[config.mk]
export PLATFORM = sky130hd
export DESIGN_NAME = adcisp_top
export DESIGN_NICKNAME = d
export VERILOG_FILES = /design/src/rtl/adcisp_pkg.sv /design/src/rtl/adcisp_pins_if.sv /design/src/rtl/adcisp_sync.sv /design/src/rtl/adcisp_top.sv
export SDC_FILE = /design/constraint.sdc
export NUM_CORES = 1
export LEC_CHECK = 0
export ABC_AREA = 1
export BUFFER_PORTS_ARGS = -buffer_cell sky130_fd_sc_hd__buf_2
export CAP_MARGIN = 20
export CORE_UTILIZATION = 45
export CTS_CLUSTER_SIZE = 40
export DETAILED_ROUTE_END_ITERATION = 8
export MAX_ROUTING_LAYER = met4
export PLACE_DENSITY = 0.67
export SYNTH_ARGS = -nofsm -noshare
export SYNTH_HDL_FRONTEND = slang
export SYNTH_SLANG_ARGS = --single-unit
export TNS_END_PERCENT = 10
[constraint.sdc]
create_clock -name clk -period 3.3 [get_ports clk]
set_clock_uncertainty 0.05 [all_clocks]
set_input_delay 0 -clock clk [delete_from_list [all_inputs] [get_ports clk]]
set_output_delay 0 -clock clk [all_outputs]
set_load 0.02 [all_outputs]
[src/rtl/adcisp_pkg.sv]
// Purpose: shared constants and types of the adc serial register port
// Assumes: clk at 20 MHz, synchronous active-high reset
// Notes: what this block does and the constants used by the sync, top, check and bench files
package adcisp_pkg;
  // clock and bus timing
  localparam int CLK_HZ = 20_000_000;
  localparam int FM_KBPS = 400;
  localparam int CYC_PER_BIT_FM = CLK_HZ / (FM_KBPS * 1000);
  localparam int MIN_CYC_PER_BIT = 8;
  localparam int TIMEOUT_MS = 25;
  localparam int TIMEOUT_CYC = (CLK_HZ / 1000) * TIMEOUT_MS;
  // register pointer values
  localparam logic [7:0] PTR_RESULT = 8'h00;
  localparam logic [7:0] PTR_SETUP = 8'h01;
  // reset values
  localparam logic [15:0] RESULT_RST = 16'h0000;
  localparam logic [15:0] SETUP_RST = 16'h8583;
  // slave addresses and general-call reset command
  localparam logic [6:0] ADDR_GND = 7'h48;
  localparam logic [6:0] ADDR_VDD = 7'h49;
  localparam logic [6:0] ADDR_SCL = 7'h4b;
  localparam logic [6:0] ADDR_GCALL = 7'h00;
  localparam logic [7:0] GC_RESET_CMD = 8'h06;
  // setup field positions
  localparam int OS_BIT = 15;
  localparam int SEL_LSB = 12;
  localparam int GAIN_LSB = 9;
  localparam int MODE_BIT = 8;
  localparam int RATE_LSB = 5;
  localparam int LOW_W = 5;
  // result format
  localparam int RES_LSB = 4;
  localparam logic signed [15:0] RES_MAX = 16'sh07ff;
  localparam logic signed [15:0] RES_MIN = -16'sh0800;
  localparam logic [11:0] RES_POS_FS = 12'h7ff;
  localparam logic [11:0] RES_NEG_FS = 12'h800;
  // synchroniser lanes
  localparam int SYN_N = 3;
  localparam int SYN_SCL = 0;
  localparam int SYN_SDA = 1;
  localparam int SYN_STRAP = 2;
  localparam logic [SYN_N-1:0] SYN_IDLE = 3'h3;
  // serial engine states
  typedef enum logic [2:0] {ST_IDLE, ST_ADDR, ST_ACK_OUT, ST_RX, ST_TX, ST_ACK_IN} adcisp_state_t;
endpackage

[src/rtl/adcisp_pins_if.sv]
// Purpose: carries synchronised pin levels between sync stage and port logic
// Assumes: one clock domain
// Notes: cur is the settled sample, prev the one before it
`timescale 1ns/10ps
interface adcisp_pins_if #(parameter int N = 3);
  logic [N-1:0] cur;
  logic [N-1:0] prev;
  modport src (output cur, output prev);
  modport dst (input cur, input prev);
endinterface

[src/rtl/adcisp_sync.sv]
// Purpose: two-flop synchroniser plus history stage for the bus pins
// Assumes: inputs asynchronous to clk
// Notes: first stage feeds only the second stage
`timescale 1ns/10ps
module adcisp_sync #(
  parameter int N = adcisp_pkg::SYN_N,
  parameter logic [N-1:0] IDLE_VAL = adcisp_pkg::SYN_IDLE
) (
  // clock and control
  input wire logic clk,
  input wire logic rst,
  input wire logic ce,
  // raw pins
  input wire logic [N-1:0] raw,
  // synchronised levels
  adcisp_pins_if.src pins
);
  logic [N-1:0] meta_q;
  logic [N-1:0] cur_q;
  logic [N-1:0] prev_q;

  // one chain per lane; bus lines idle high
  for (genvar i = 0; i < N; i++) begin : g_lane
    always_ff @(posedge clk) begin
      if (rst) begin
        meta_q[i] <= IDLE_VAL[i];
        cur_q[i] <= IDLE_VAL[i];
        prev_q[i] <= IDLE_VAL[i];
      end else if (ce) begin
        meta_q[i] <= raw[i];
        cur_q[i] <= meta_q[i];
        prev_q[i] <= cur_q[i];
      end
    end
  end

  assign pins.cur = cur_q;
  assign pins.prev = prev_q;
endmodule

[src/rtl/adcisp_top.sv]
// Purpose: serial slave register port of a small monitoring adc
// Assumes: clk 20 MHz, bus clock from the master, pins open drain
// Notes: conversion engine sits outside; it sees setup fields and start pulse
`timescale 1ns/10ps
module adcisp_top #(
  parameter int TIMEOUT_CYCLES = adcisp_pkg::TIMEOUT_CYC
) (
  // clock, reset, enable
  input wire logic clk,
  input wire logic rst,
  input wire logic ce,
  // serial bus pins
  input wire logic scl_in,
  input wire logic sda_in,
  output logic sda_out,
  output logic sda_oe_n,
  // address strap pin
  input wire logic addr_strap_in,
  // conversion engine side
  input wire logic result_valid,
  input wire logic signed [15:0] result_raw,
  output logic conv_start,
  output logic conv_busy,
  output logic [2:0] input_select,
  output logic [2:0] gain_range_select,
  output logic single_shot_mode,
  output logic [2:0] sample_rate_select,
  output logic [4:0] setup_low_bits,
  output logic bus_busy
);
  localparam int TW = $clog2(TIMEOUT_CYCLES + 1);
  localparam logic [TW-1:0] TMO_LAST = TW'(TIMEOUT_CYCLES - 1);

  // refuse settings the sampler or counter cannot serve
  if (TIMEOUT_CYCLES < 2) begin : g_chk_tmo
    $error("timeout count too small");
  end
  if (adcisp_pkg::CYC_PER_BIT_FM < adcisp_pkg::MIN_CYC_PER_BIT) begin : g_chk_rate
    $error("clock too slow for fast-mode sampling");
  end

  adcisp_pins_if #(.N(adcisp_pkg::SYN_N)) pins ();

  // bus and strap pins pass two flops before use
  adcisp_sync #(.N(adcisp_pkg::SYN_N), .IDLE_VAL(adcisp_pkg::SYN_IDLE)) u_sync (
    .clk(clk),
    .rst(rst),
    .ce(ce),
    .raw({addr_strap_in, sda_in, scl_in}),
    .pins(pins.src)
  );

  adcisp_pkg::adcisp_state_t st_q;
  logic [3:0] bit_cnt_q;
  logic [1:0] byte_cnt_q;
  logic [7:0] shift_q;
  logic [7:0] tx_q;
  logic [7:0] lo_hold_q;
  logic half_q;
  logic rw_q;
  logic gc_q;
  logic ack_q;
  logic oe_n_q;
  logic [6:0] own_addr_q;
  logic strap_hi_q;
  logic ptr_setup_q;
  logic [14:0] setup_q;
  logic [15:0] result_q;
  logic [7:0] wr_hi_q;
  logic busy_q;
  logic start_q;
  logic bus_busy_q;
  logic [TW-1:0] tmo_cnt_q;

  logic scl_c;
  logic scl_p;
  logic sda_c;
  logic sda_p;
  logic strap_c;
  logic scl_rise;
  logic scl_fall;
  logic start_ev;
  logic stop_ev;
  logic tmo_ev;
  logic addr_hit;
  logic gc_hit;
  logic wr_ev;
  logic gc_rst_ev;
  logic start_req;
  logic [15:0] live_word;
  logic [7:0] rd_byte;
  logic [14:0] new_setup;

  // synchronised levels and their edges
  assign scl_c = pins.cur[adcisp_pkg::SYN_SCL];
  assign scl_p = pins.prev[adcisp_pkg::SYN_SCL];
  assign sda_c = pins.cur[adcisp_pkg::SYN_SDA];
  assign sda_p = pins.prev[adcisp_pkg::SYN_SDA];
  assign strap_c = pins.cur[adcisp_pkg::SYN_STRAP];
  assign scl_rise = ce && scl_c && !scl_p;
  assign scl_fall = ce && !scl_c && scl_p;

  // bus conditions need the clock high on both samples
  assign start_ev = ce && scl_c && scl_p && !sda_c && sda_p;
  assign stop_ev = ce && scl_c && scl_p && sda_c && !sda_p;
  assign tmo_ev = ce && (st_q != adcisp_pkg::ST_IDLE) && (tmo_cnt_q == TMO_LAST);

  // address decode after the direction bit has arrived
  assign addr_hit = (shift_q[7:1] == own_addr_q);
  assign gc_hit = (shift_q[7:1] == adcisp_pkg::ADDR_GCALL) && !shift_q[0];

  // a received data byte completes on the eighth falling clock
  assign wr_ev = (st_q == adcisp_pkg::ST_RX) && scl_fall && (bit_cnt_q == 4'h8);
  assign gc_rst_ev = wr_ev && gc_q && (byte_cnt_q == 2'h0) && (shift_q == adcisp_pkg::GC_RESET_CMD);

  // read view; start flag reads high when idle
  assign live_word = ptr_setup_q ? {!busy_q, setup_q} : result_q;
  // low byte is held from the high-byte load so the pair is coherent
  assign rd_byte = half_q ? lo_hold_q : live_word[15:8];

  // single-shot start only from the power-down state
  assign new_setup = {wr_hi_q[6:0], shift_q};
  assign start_req = wr_ev && !gc_q && (byte_cnt_q == 2'h2) && ptr_setup_q &&
                     wr_hi_q[7] && new_setup[adcisp_pkg::MODE_BIT] && !busy_q;

  // result saturation into 12 bits
  function automatic logic [11:0] adcisp_sat(input logic signed [15:0] v);
    logic [11:0] r;
    r = v[11:0];
    if (v > adcisp_pkg::RES_MAX) begin
      r = adcisp_pkg::RES_POS_FS;
    end else if (v < adcisp_pkg::RES_MIN) begin
      r = adcisp_pkg::RES_NEG_FS;
    end
    return r;
  endfunction

  // serial engine: sample on rising clock, change data on falling clock
  always_ff @(posedge clk) begin
    if (rst) begin
      st_q <= adcisp_pkg::ST_IDLE;
      bit_cnt_q <= 4'h0;
      byte_cnt_q <= 2'h0;
      shift_q <= 8'h00;
      tx_q <= 8'h00;
      lo_hold_q <= 8'h00;
      half_q <= 1'b0;
      rw_q <= 1'b0;
      gc_q <= 1'b0;
      ack_q <= 1'b0;
      oe_n_q <= 1'b1;
    end else if (ce) begin
      if (tmo_ev || stop_ev) begin
        st_q <= adcisp_pkg::ST_IDLE;
        oe_n_q <= 1'b1;
      end else if (start_ev) begin
        // repeated start lands here too
        st_q <= adcisp_pkg::ST_ADDR;
        bit_cnt_q <= 4'h0;
        byte_cnt_q <= 2'h0;
        half_q <= 1'b0;
        oe_n_q <= 1'b1;
      end else begin
        unique case (st_q)
          adcisp_pkg::ST_IDLE: begin
            oe_n_q <= 1'b1;
          end
          adcisp_pkg::ST_ADDR: begin
            if (scl_rise) begin
              shift_q <= {shift_q[6:0], sda_c};
              bit_cnt_q <= bit_cnt_q + 4'h1;
            end else if (scl_fall && (bit_cnt_q == 4'h8)) begin
              if (addr_hit || gc_hit) begin
                st_q <= adcisp_pkg::ST_ACK_OUT;
                oe_n_q <= 1'b0;
                rw_q <= shift_q[0] && addr_hit;
                gc_q <= !addr_hit;
              end else begin
                // not ours: leave data released until the next start
                st_q <= adcisp_pkg::ST_IDLE;
              end
            end
          end
          adcisp_pkg::ST_ACK_OUT: begin
            if (scl_fall) begin
              bit_cnt_q <= 4'h0;
              if (rw_q) begin
                tx_q <= rd_byte;
                oe_n_q <= rd_byte[7];
                half_q <= !half_q;
                if (!half_q) begin
                  lo_hold_q <= live_word[7:0];
                end
                st_q <= adcisp_pkg::ST_TX;
              end else begin
                oe_n_q <= 1'b1;
                st_q <= adcisp_pkg::ST_RX;
              end
            end
          end
          adcisp_pkg::ST_RX: begin
            if (scl_rise) begin
              shift_q <= {shift_q[6:0], sda_c};
              bit_cnt_q <= bit_cnt_q + 4'h1;
            end else if (wr_ev) begin
              st_q <= adcisp_pkg::ST_ACK_OUT;
              oe_n_q <= 1'b0;
              if (byte_cnt_q != 2'h3) begin
                byte_cnt_q <= byte_cnt_q + 2'h1;
              end
            end
          end
          adcisp_pkg::ST_TX: begin
            if (scl_fall) begin
              if (bit_cnt_q == 4'h7) begin
                oe_n_q <= 1'b1;
                st_q <= adcisp_pkg::ST_ACK_IN;
              end else begin
                tx_q <= {tx_q[6:0], 1'b0};
                oe_n_q <= tx_q[6];
                bit_cnt_q <= bit_cnt_q + 4'h1;
              end
            end
          end
          adcisp_pkg::ST_ACK_IN: begin
            if (scl_rise) begin
              ack_q <= !sda_c;
            end else if (scl_fall) begin
              bit_cnt_q <= 4'h0;
              if (ack_q) begin
                tx_q <= rd_byte;
                oe_n_q <= rd_byte[7];
                half_q <= !half_q;
                if (!half_q) begin
                  lo_hold_q <= live_word[7:0];
                end
                st_q <= adcisp_pkg::ST_TX;
              end else begin
                st_q <= adcisp_pkg::ST_IDLE;
              end
            end
          end
        endcase
      end
    end
  end

  // strap level at start, then again once the clock first goes low
  always_ff @(posedge clk) begin
    if (rst) begin
      strap_hi_q <= 1'b0;
      own_addr_q <= adcisp_pkg::ADDR_GND;
    end else if (ce) begin
      if (start_ev) begin
        strap_hi_q <= strap_c;
      end else if ((st_q == adcisp_pkg::ST_ADDR) && scl_fall && (bit_cnt_q == 4'h0)) begin
        // a strap that follows the clock reads low here but high at start
        if (!strap_hi_q) begin
          own_addr_q <= adcisp_pkg::ADDR_GND;
        end else if (strap_c) begin
          own_addr_q <= adcisp_pkg::ADDR_VDD;
        end else begin
          own_addr_q <= adcisp_pkg::ADDR_SCL;
        end
      end
    end
  end

  // register file, pointer, start flag and result capture
  always_ff @(posedge clk) begin
    if (rst || (ce && gc_rst_ev)) begin
      ptr_setup_q <= 1'b0;
      setup_q <= adcisp_pkg::SETUP_RST[14:0];
      result_q <= adcisp_pkg::RESULT_RST;
      wr_hi_q <= 8'h00;
      busy_q <= 1'b0;
      start_q <= 1'b0;
    end else if (ce) begin
      start_q <= start_req;
      if (wr_ev && !gc_q) begin
        unique case (byte_cnt_q)
          2'h0: ptr_setup_q <= (shift_q == adcisp_pkg::PTR_SETUP);
          2'h1: wr_hi_q <= shift_q;
          2'h2: begin
            if (ptr_setup_q) begin
              setup_q <= new_setup;
            end
          end
          2'h3: begin
            // extra bytes are acknowledged and dropped
          end
        endcase
      end
      // a start in the same cycle as a finished result wins
      if (start_req) begin
        busy_q <= 1'b1;
      end else if (result_valid) begin
        busy_q <= 1'b0;
      end
      if (result_valid) begin
        result_q <= {adcisp_sat(result_raw), 4'h0};
      end
    end
  end

  // idle watchdog, restarted by every clock edge of the bus
  always_ff @(posedge clk) begin
    if (rst) begin
      tmo_cnt_q <= '0;
    end else if (ce) begin
      if ((st_q == adcisp_pkg::ST_IDLE) || scl_rise || scl_fall || start_ev) begin
        tmo_cnt_q <= '0;
      end else if (!tmo_ev) begin
        tmo_cnt_q <= tmo_cnt_q + TW'(1);
      end
    end
  end

  // busy between start and stop; timeout also frees it
  always_ff @(posedge clk) begin
    if (rst) begin
      bus_busy_q <= 1'b0;
    end else if (ce) begin
      if (stop_ev || tmo_ev) begin
        bus_busy_q <= 1'b0;
      end else if (start_ev) begin
        bus_busy_q <= 1'b1;
      end
    end
  end

  // open drain: only ever pull low, never touch the clock line
  assign sda_out = 1'b0;
  assign sda_oe_n = oe_n_q;
  assign conv_start = start_q;
  assign conv_busy = busy_q;
  assign input_select = setup_q[adcisp_pkg::SEL_LSB +: 3];
  assign gain_range_select = setup_q[adcisp_pkg::GAIN_LSB +: 3];
  assign single_shot_mode = setup_q[adcisp_pkg::MODE_BIT];
  assign sample_rate_select = setup_q[adcisp_pkg::RATE_LSB +: 3];
  assign setup_low_bits = setup_q[adcisp_pkg::LOW_W-1:0];
  assign bus_busy = bus_busy_q;
endmodule

Word-level counts from Yosys, hierarchy flattened
Cells that the tools add are included.
- output and inout port bits: 20
- bits in registers: 111
- input bits: 23
- word-level logic and storage cells: 233
- $add $sub $neg: 3
- bitwise logic cells: 3
- eq/ne operators: 42
- magnitude comparators: 2
- reductions and logical operators: 78
- mux-type cells: 76
- operator list (cell ; number):
    $mux W8 ; 7
    $mux W7 ; 7
    $mux W3 ; 13
    $mux W19 ; 2
    $reduce_and A11 Y1 ; 3
    $logic_and A1 B1 Y1 ; 28
    $mux W1 ; 24
    $mux W12 ; 2
    $mux W4 ; 6
    $ne A4 B4 Y1 const B ; 6
    $ne A3 B3 Y1 const B ; 7
    $pmux W7 S3 ; 1
    $ne A4 B3 Y1 const B ; 5
    $add A19 B1 Y19 const B ; 1
    $eq A19 B19 Y1 const B ; 1
    $gt A16 B12 Y1 const B ; 1
    $lt A16 B12 Y1 const B ; 1
    $mux W16 ; 1
    $mux W2 ; 8
    $ne A2 B2 Y1 const B ; 8
    $pmux W4 S4 ; 1
    $pmux W8 S2 ; 1
    $pmux W3 S5 ; 1
    $reduce_and A7 Y1 ; 2
    other kinds (35) ; 67

Logic depth before layout (Yosys ltp)
- depth after elaboration: 13
- depth in mapped cells: 14
- mapped depth without buffers: 13

By module
From an unflattened synthesis, not the netlist that was laid out.
- cell total of the unflattened synthesis: 827
- area total of the unflattened synthesis: 5527.8 µm²
- by module, submodules not included (module ; area each (µm²) ; seq. area each (µm²) ; instances ; cells an instance):
    adcisp_top ; 5197.5 ; 1961.9 ; 1 ; 782
    adcisp_sync ; 330.3 ; 180.2 ; 1 ; 45

Least setup slack after synthesis
OpenSTA, ideal clock, no wires.
- path type: register to register
- from: reg tmo_cnt_q[0]
- to: reg lo_hold_q[0]
- data arrival time: 1759 ps
- data required time: 3122 ps
- path slack: 1363 ps
- path buffers: 1
- period minus slack after synthesis: 1937 ps
- cell stages (with the launch flop): 14
- library setup time: 128 ps
- cells stage by stage: dfxtp_1 ha_1 nand2_1 inv_1 nand2_1 nor2_1 nand3_2 nand2_1 inv_1 nand2_4 nor2_2 buf_2 o21ai_0 nor2_1
- cells in the longest elaborated chain, start to end: 5
- RTL lines (item ; line ; text):
    from (decl) ; adcisp_top.sv:73 ; logic [TW-1:0] tmo_cnt_q;
    from (signal assigned) ; adcisp_top.sv:314 ; tmo_cnt_q <= tmo_cnt_q + TW'(1);
    $eq A19 B19 Y1 ; adcisp_top.sv:106 ; assign tmo_ev = ce && (st_q != adcisp_pkg::ST_IDLE) && (tmo_cnt_q == TMO_LAST);
    $logic_and A1 B1 Y1 ; adcisp_top.sv:106 ;
    $logic_or A1 B1 Y1 ; adcisp_top.sv:153 ; if (tmo_ev || stop_ev) begin
    $not A1 Y1 (no line) ; -- ;
    $reduce_and A9 Y1 (no line) ; -- ;
    to (signal assigned) ; adcisp_top.sv:192 ; lo_hold_q <= live_word[7:0];
    to (signal assigned) ; adcisp_top.sv:235 ; lo_hold_q <= live_word[7:0];
    to (decl) ; adcisp_top.sv:58 ; logic [7:0] lo_hold_q;
No other way between the ends.
A chain may end at the register's enable or synchronous reset.

Final worst setup path
- from: reg tmo_cnt_q[0]
- to: reg st_q[0]
- cells in the longest elaborated chain, start to end: 5
- elaborated cells between the ends (all ways): 15
- classes of those cells: eq/ne: 10; mux: 1; reduce/logical: 4
- RTL lines (item ; line ; text):
    $eq A19 B19 Y1 * ; adcisp_top.sv:106 ;
    $logic_and A1 B1 Y1 * ; adcisp_top.sv:106 ;
    $logic_or A1 B1 Y1 * ; adcisp_top.sv:153 ;
    $ne A4 B4 Y1 (no line), or another cell as far along ; -- ;
    $reduce_and A11 Y1 (no line) ; -- ;
    to (signal assigned) ; adcisp_top.sv:154 ; st_q <= adcisp_pkg::ST_IDLE;
    to (signal assigned) ; adcisp_top.sv:158 ; st_q <= adcisp_pkg::ST_ADDR;
    to (signal assigned) ; adcisp_top.sv:174 ; st_q <= adcisp_pkg::ST_ACK_OUT;
    to (decl) ; adcisp_top.sv:53 ; adcisp_pkg::adcisp_state_t st_q;
Mark *: on every way between the ends. The rest lies on a longest branch, timed or not.

==> out/results.tsv <==
stage	metric	value	unit
synthesis	yosys.area.top_type_share	0.3997	
synthesis	syn_inst	792	
global_routing	grt_overflow	0	
critical_path	crit_start	tmo_cnt_q[0]	
critical_path	crit_top_cell	nand2_1	
sta	setup_tns	0	ns
sta	period_minus_slack	2.402	ns
synthesis	yosysTopAreaCell	dfxtp_1	
sta	setup_viol	0	
detailed_routing	finalWirelength	13570	um
hold_path	hold_end	u_sync.pins.cur[1]	
clocking	numCtsBuffers	9	
critical_path	r2r-end	st_q[0]	
floorplanning	num_io_pins	43	
run_status	status	completed	
critical_path	start_kind	flop	
power_and_ir_drop	p_leak	2.495	nW
detailed_routing	drt-pass1-iter-count	5	
floorplanning	die_y	110.6	um
detailed_routing	drt-initial-drc-count	371	
power_and_ir_drop	irDropWorstVdd	0.3893	mV
hold_path	holdPathStages	2	
synthesis	synthFlopType	dfxtp_1	
clocking	clk_path_buf_depth	2	
floorplanning	rows	39	
clocking	cts.sinks	106	
synthesis	synthDistinctLibCells	37	
synthesis	synth_area_leaders	dfxtp_1 40%, nand2_1 12%, inv_1 7.4%, a21oi_1 6.7%, o21ai_0 6.6%	
floorplanning	die_x	110.6	um
sta	min_period_over_period	0.7278	
finish	antenna_cells	0	
global_routing	track_usage	0.2385	
critical_path	path_cells	ha_1 > nand2_1 > inv_1 > nand2_1 > nor2_1 > nand3_2 > nand3_1 > nand2_1 > inv_1 > nand3_1 > nand2_1 > inv_1 > nor2_1	
global_routing	grt_pass1_wl	23120	um
synthesis	syn_nets	822	
flow_run	cap_violations	0	
finish	n_fill_cell	1171	
global_routing	grt_pass1_vias	4913	
critical_path	arrival	2.64	ns
synthesis	synth.most_common_cell	nand2_1	
sta	rsz0062_at_grt	false	
synthesis	ys_warn_count	0	
synthesis	ys_seq_area_frac	0.3997	
sta	setup_ws	0.8984	ns
finish	nets	866	
power_and_ir_drop	p_per_area	521.1	nW/um2
clocking	cts.htree.levels	3	
sta	max_slew_margin	0.4379	
critical_path	critPathKind	reg2reg	
synthesis	ys_seq_elements	106	
clocking	cts_tree	done	
critical_path	r2r_cells	13	
sta	slew_viol_final	0	
place	placed_cell_area	5594	um2
critical_path	critPathCaptureType	flop	
detailed_routing	drc	0	
clocking	path_clk_slew	0.08	ns
clocking	clock_tree.root_cell	clkbuf_16	
clocking	clk_latency	0.36	ns
critical_path	required	3.54	ns
synthesis	netlist_area	5309	um2
synthesis	synth-async-reset-ratio	0	
place	dp_hpwl	10050	um
finish	final_area	6062	um2
detailed_routing	vias	5194	
hold_path	holdCritPathClass	in2reg	
sta	hold_ws	0.02949	ns
critical_path	cp_slowest_cell	nand3_1	
place	gp_congestion	0.9169	
critical_path	rrSetupSlack	0.90	ns
sta	clock.fmax	416.4	MHz
synthesis	synth_common_cells	165 x nand2_1, 106 x dfxtp_1, 105 x inv_1	
finish	area_growth	14.19	%
synthesis	syn_area_per_cell	6.703	um2
place	dp_slack	0.9236	ns
floorplanning	coreArea	11470	um2
detailed_routing	ant_nets	0	
place	port_buffers	41	
sta	hold_viol	0	
floorplanning	start_util	0.4630	
sta	tightest_slew	0.8432	ns
global_routing	grt_max_degree	37	
detailed_routing	viasPerCell	5.278	
finish	drive_gt1_frac	0.09750	
critical_path	crit_path_max_fanout	16	
hold_path	hold_start	ce	
global_routing	antenna_found_initial	0	
detailed_routing	wl_per_cell	13.79	um
synthesis	synth-edff-count	0	
floorplanning	die_area	12240	um2
critical_path	slowest_delay	0.44	ns
critical_path	reg2reg_from	tmo_cnt_q[0]	
-- per-layer routing --
layer | track usage | wire length, um | share of wire | up-vias
met1 | 0.3013 | 6344 | 0.47 | 2398
met2 | 0.3872 | 6361 | 0.47 | 108
met3 | 0.05159 | 628 | 0.046 | 24
met4 | 0.06133 | 236 | 0.017 | 0
met5 | - | 0 | 0 | -
li1 | - | - | - | 2664
-- area by class of cell --
| type | instances | area, um2 | area share |
|---|---|---|---|
| repair buffers | 62 | 402.9 | 0.06646 |
| flip-flops and latches | 106 | 2122 | 0.3501 |
| clock buffers | 9 | 225.2 | 0.03715 |
| inverters | 111 | 416.7 | 0.06873 |
| clock inverters | 7 | 82.58 | 0.01362 |
| well taps | 143 | 178.9 | 0.02952 |
| multi-input cells | 546 | 2634 | 0.4345 |
-- cells in the final DEF (no fill, tap or decap), types with 4 or more instances in the layout --
cell type,Yosys,routed
dlygate4sd3_1,0,16
nand3_1,56,56
nand4_1,15,15
ha_1,7,7
inv_1,105,105
nor2_1,93,93
dfxtp_1,106,106
buf_4,1,5
nor2_2,4,4
o21ai_0,70,70
nor3_1,13,13
buf_2,7,41
a22oi_1,11,11
o211ai_1,10,10
nand2_1,165,165
a21oi_1,71,71
nand2_2,4,4
inv_2,5,5
clkbuf_16,0,9
xor2_1,5,5
-- worst max-delay path, delay by kind of cell (launching register included) --
kind / cells / cell delay [ns]
adders and majority gates: 1 / 0.26
buffers and inverters: 3 / 0.22
and+or+nand+nor: 9 / 1.37
DFF: 1 / 0.43
-- worst max-delay path by stage --
stage | cells after the start | slack [ns] | to
floorplan | 13 | 1.36 | lo_hold_q[0]
global placement | 12 | 1.02 | sda_oe_n
detailed placement | 12 | 0.92 | st_q[2]
CTS | 13 | 0.90 | st_q[0]
global route | 12 | 0.59 | st_q[2]
finish | 13 | 0.90 | st_q[0]
-- power breakdown --
| part | total (W) | internal (W) | switching [W] | leakage, nW |
|---|---|---|---|---|
| Clock | 0.00110 | 0.000543 | 0.000554 | 0.147 |
| Sequential | 0.00138 | 0.00134 | 0.0000433 | 0.858 |
| Combinational | 0.000680 | 0.000218 | 0.000461 | 1.49 |
-- registers in the layout, indices dropped and copies added (netlist names) --
register	flops
tx_q	7
ack_q	1
sda_oe_n	1
byte_cnt_q	2
bus_busy	1
conv_start	1
strap_hi_q	1
gc_q	1
wr_hi_q	8
rw_q	1
tmo_cnt_q	19
own_addr_q	2
setup_q	15
result_q	12
u_sync.pins.cur	3
ptr_setup_q	1
bit_cnt_q	4
u_sync.pins.prev	2
half_q	1
u_sync.meta_q	3
st_q	3
lo_hold_q	8
shift_q	8
conv_busy	1
-- per-stage QoR --
| stage | power [W] | util | instances |
|---|---|---|---|
| 6_report | 0.003159 | 0.5286 | 984 |
| 5_1_grt | 0.003338 | 0.5286 | 984 |
| 4_1_cts | 0.003179 | 0.5286 | 984 |
| 3_5_place_dp | 0.002070 | 0.4878 | 952 |
| 3_3_place_gp | 0.002066 | 0.4878 | 952 |
| 2_1_floorplan | 0.001905 | - | 792 |
-- kinds of logic (layout without fill, tap and decap cells) --
logic type               after synthesis  after routing  share of synthesized area
buffers and inverters                140            189                     0.1042
adder cells (fa/ha/maj)                7              7                    0.01650
XOR/XNOR                               7              7                    0.01155
flip-flops                           106            106                     0.3997
other                                  1              1                  0.0007064
AO/OA/AOI/OAI                        170            170                     0.1735
AND/OR/NAND/NOR                      360            360                     0.2920
multiplexers                           1              1                   0.001886
-- timing repair --
item                      CTS  global route
setup buffers               0             0
hold endpoints to repair   15             0
hold buffers               16             0
resized for setup           0             0
Power figures use the tool's default switching activity.
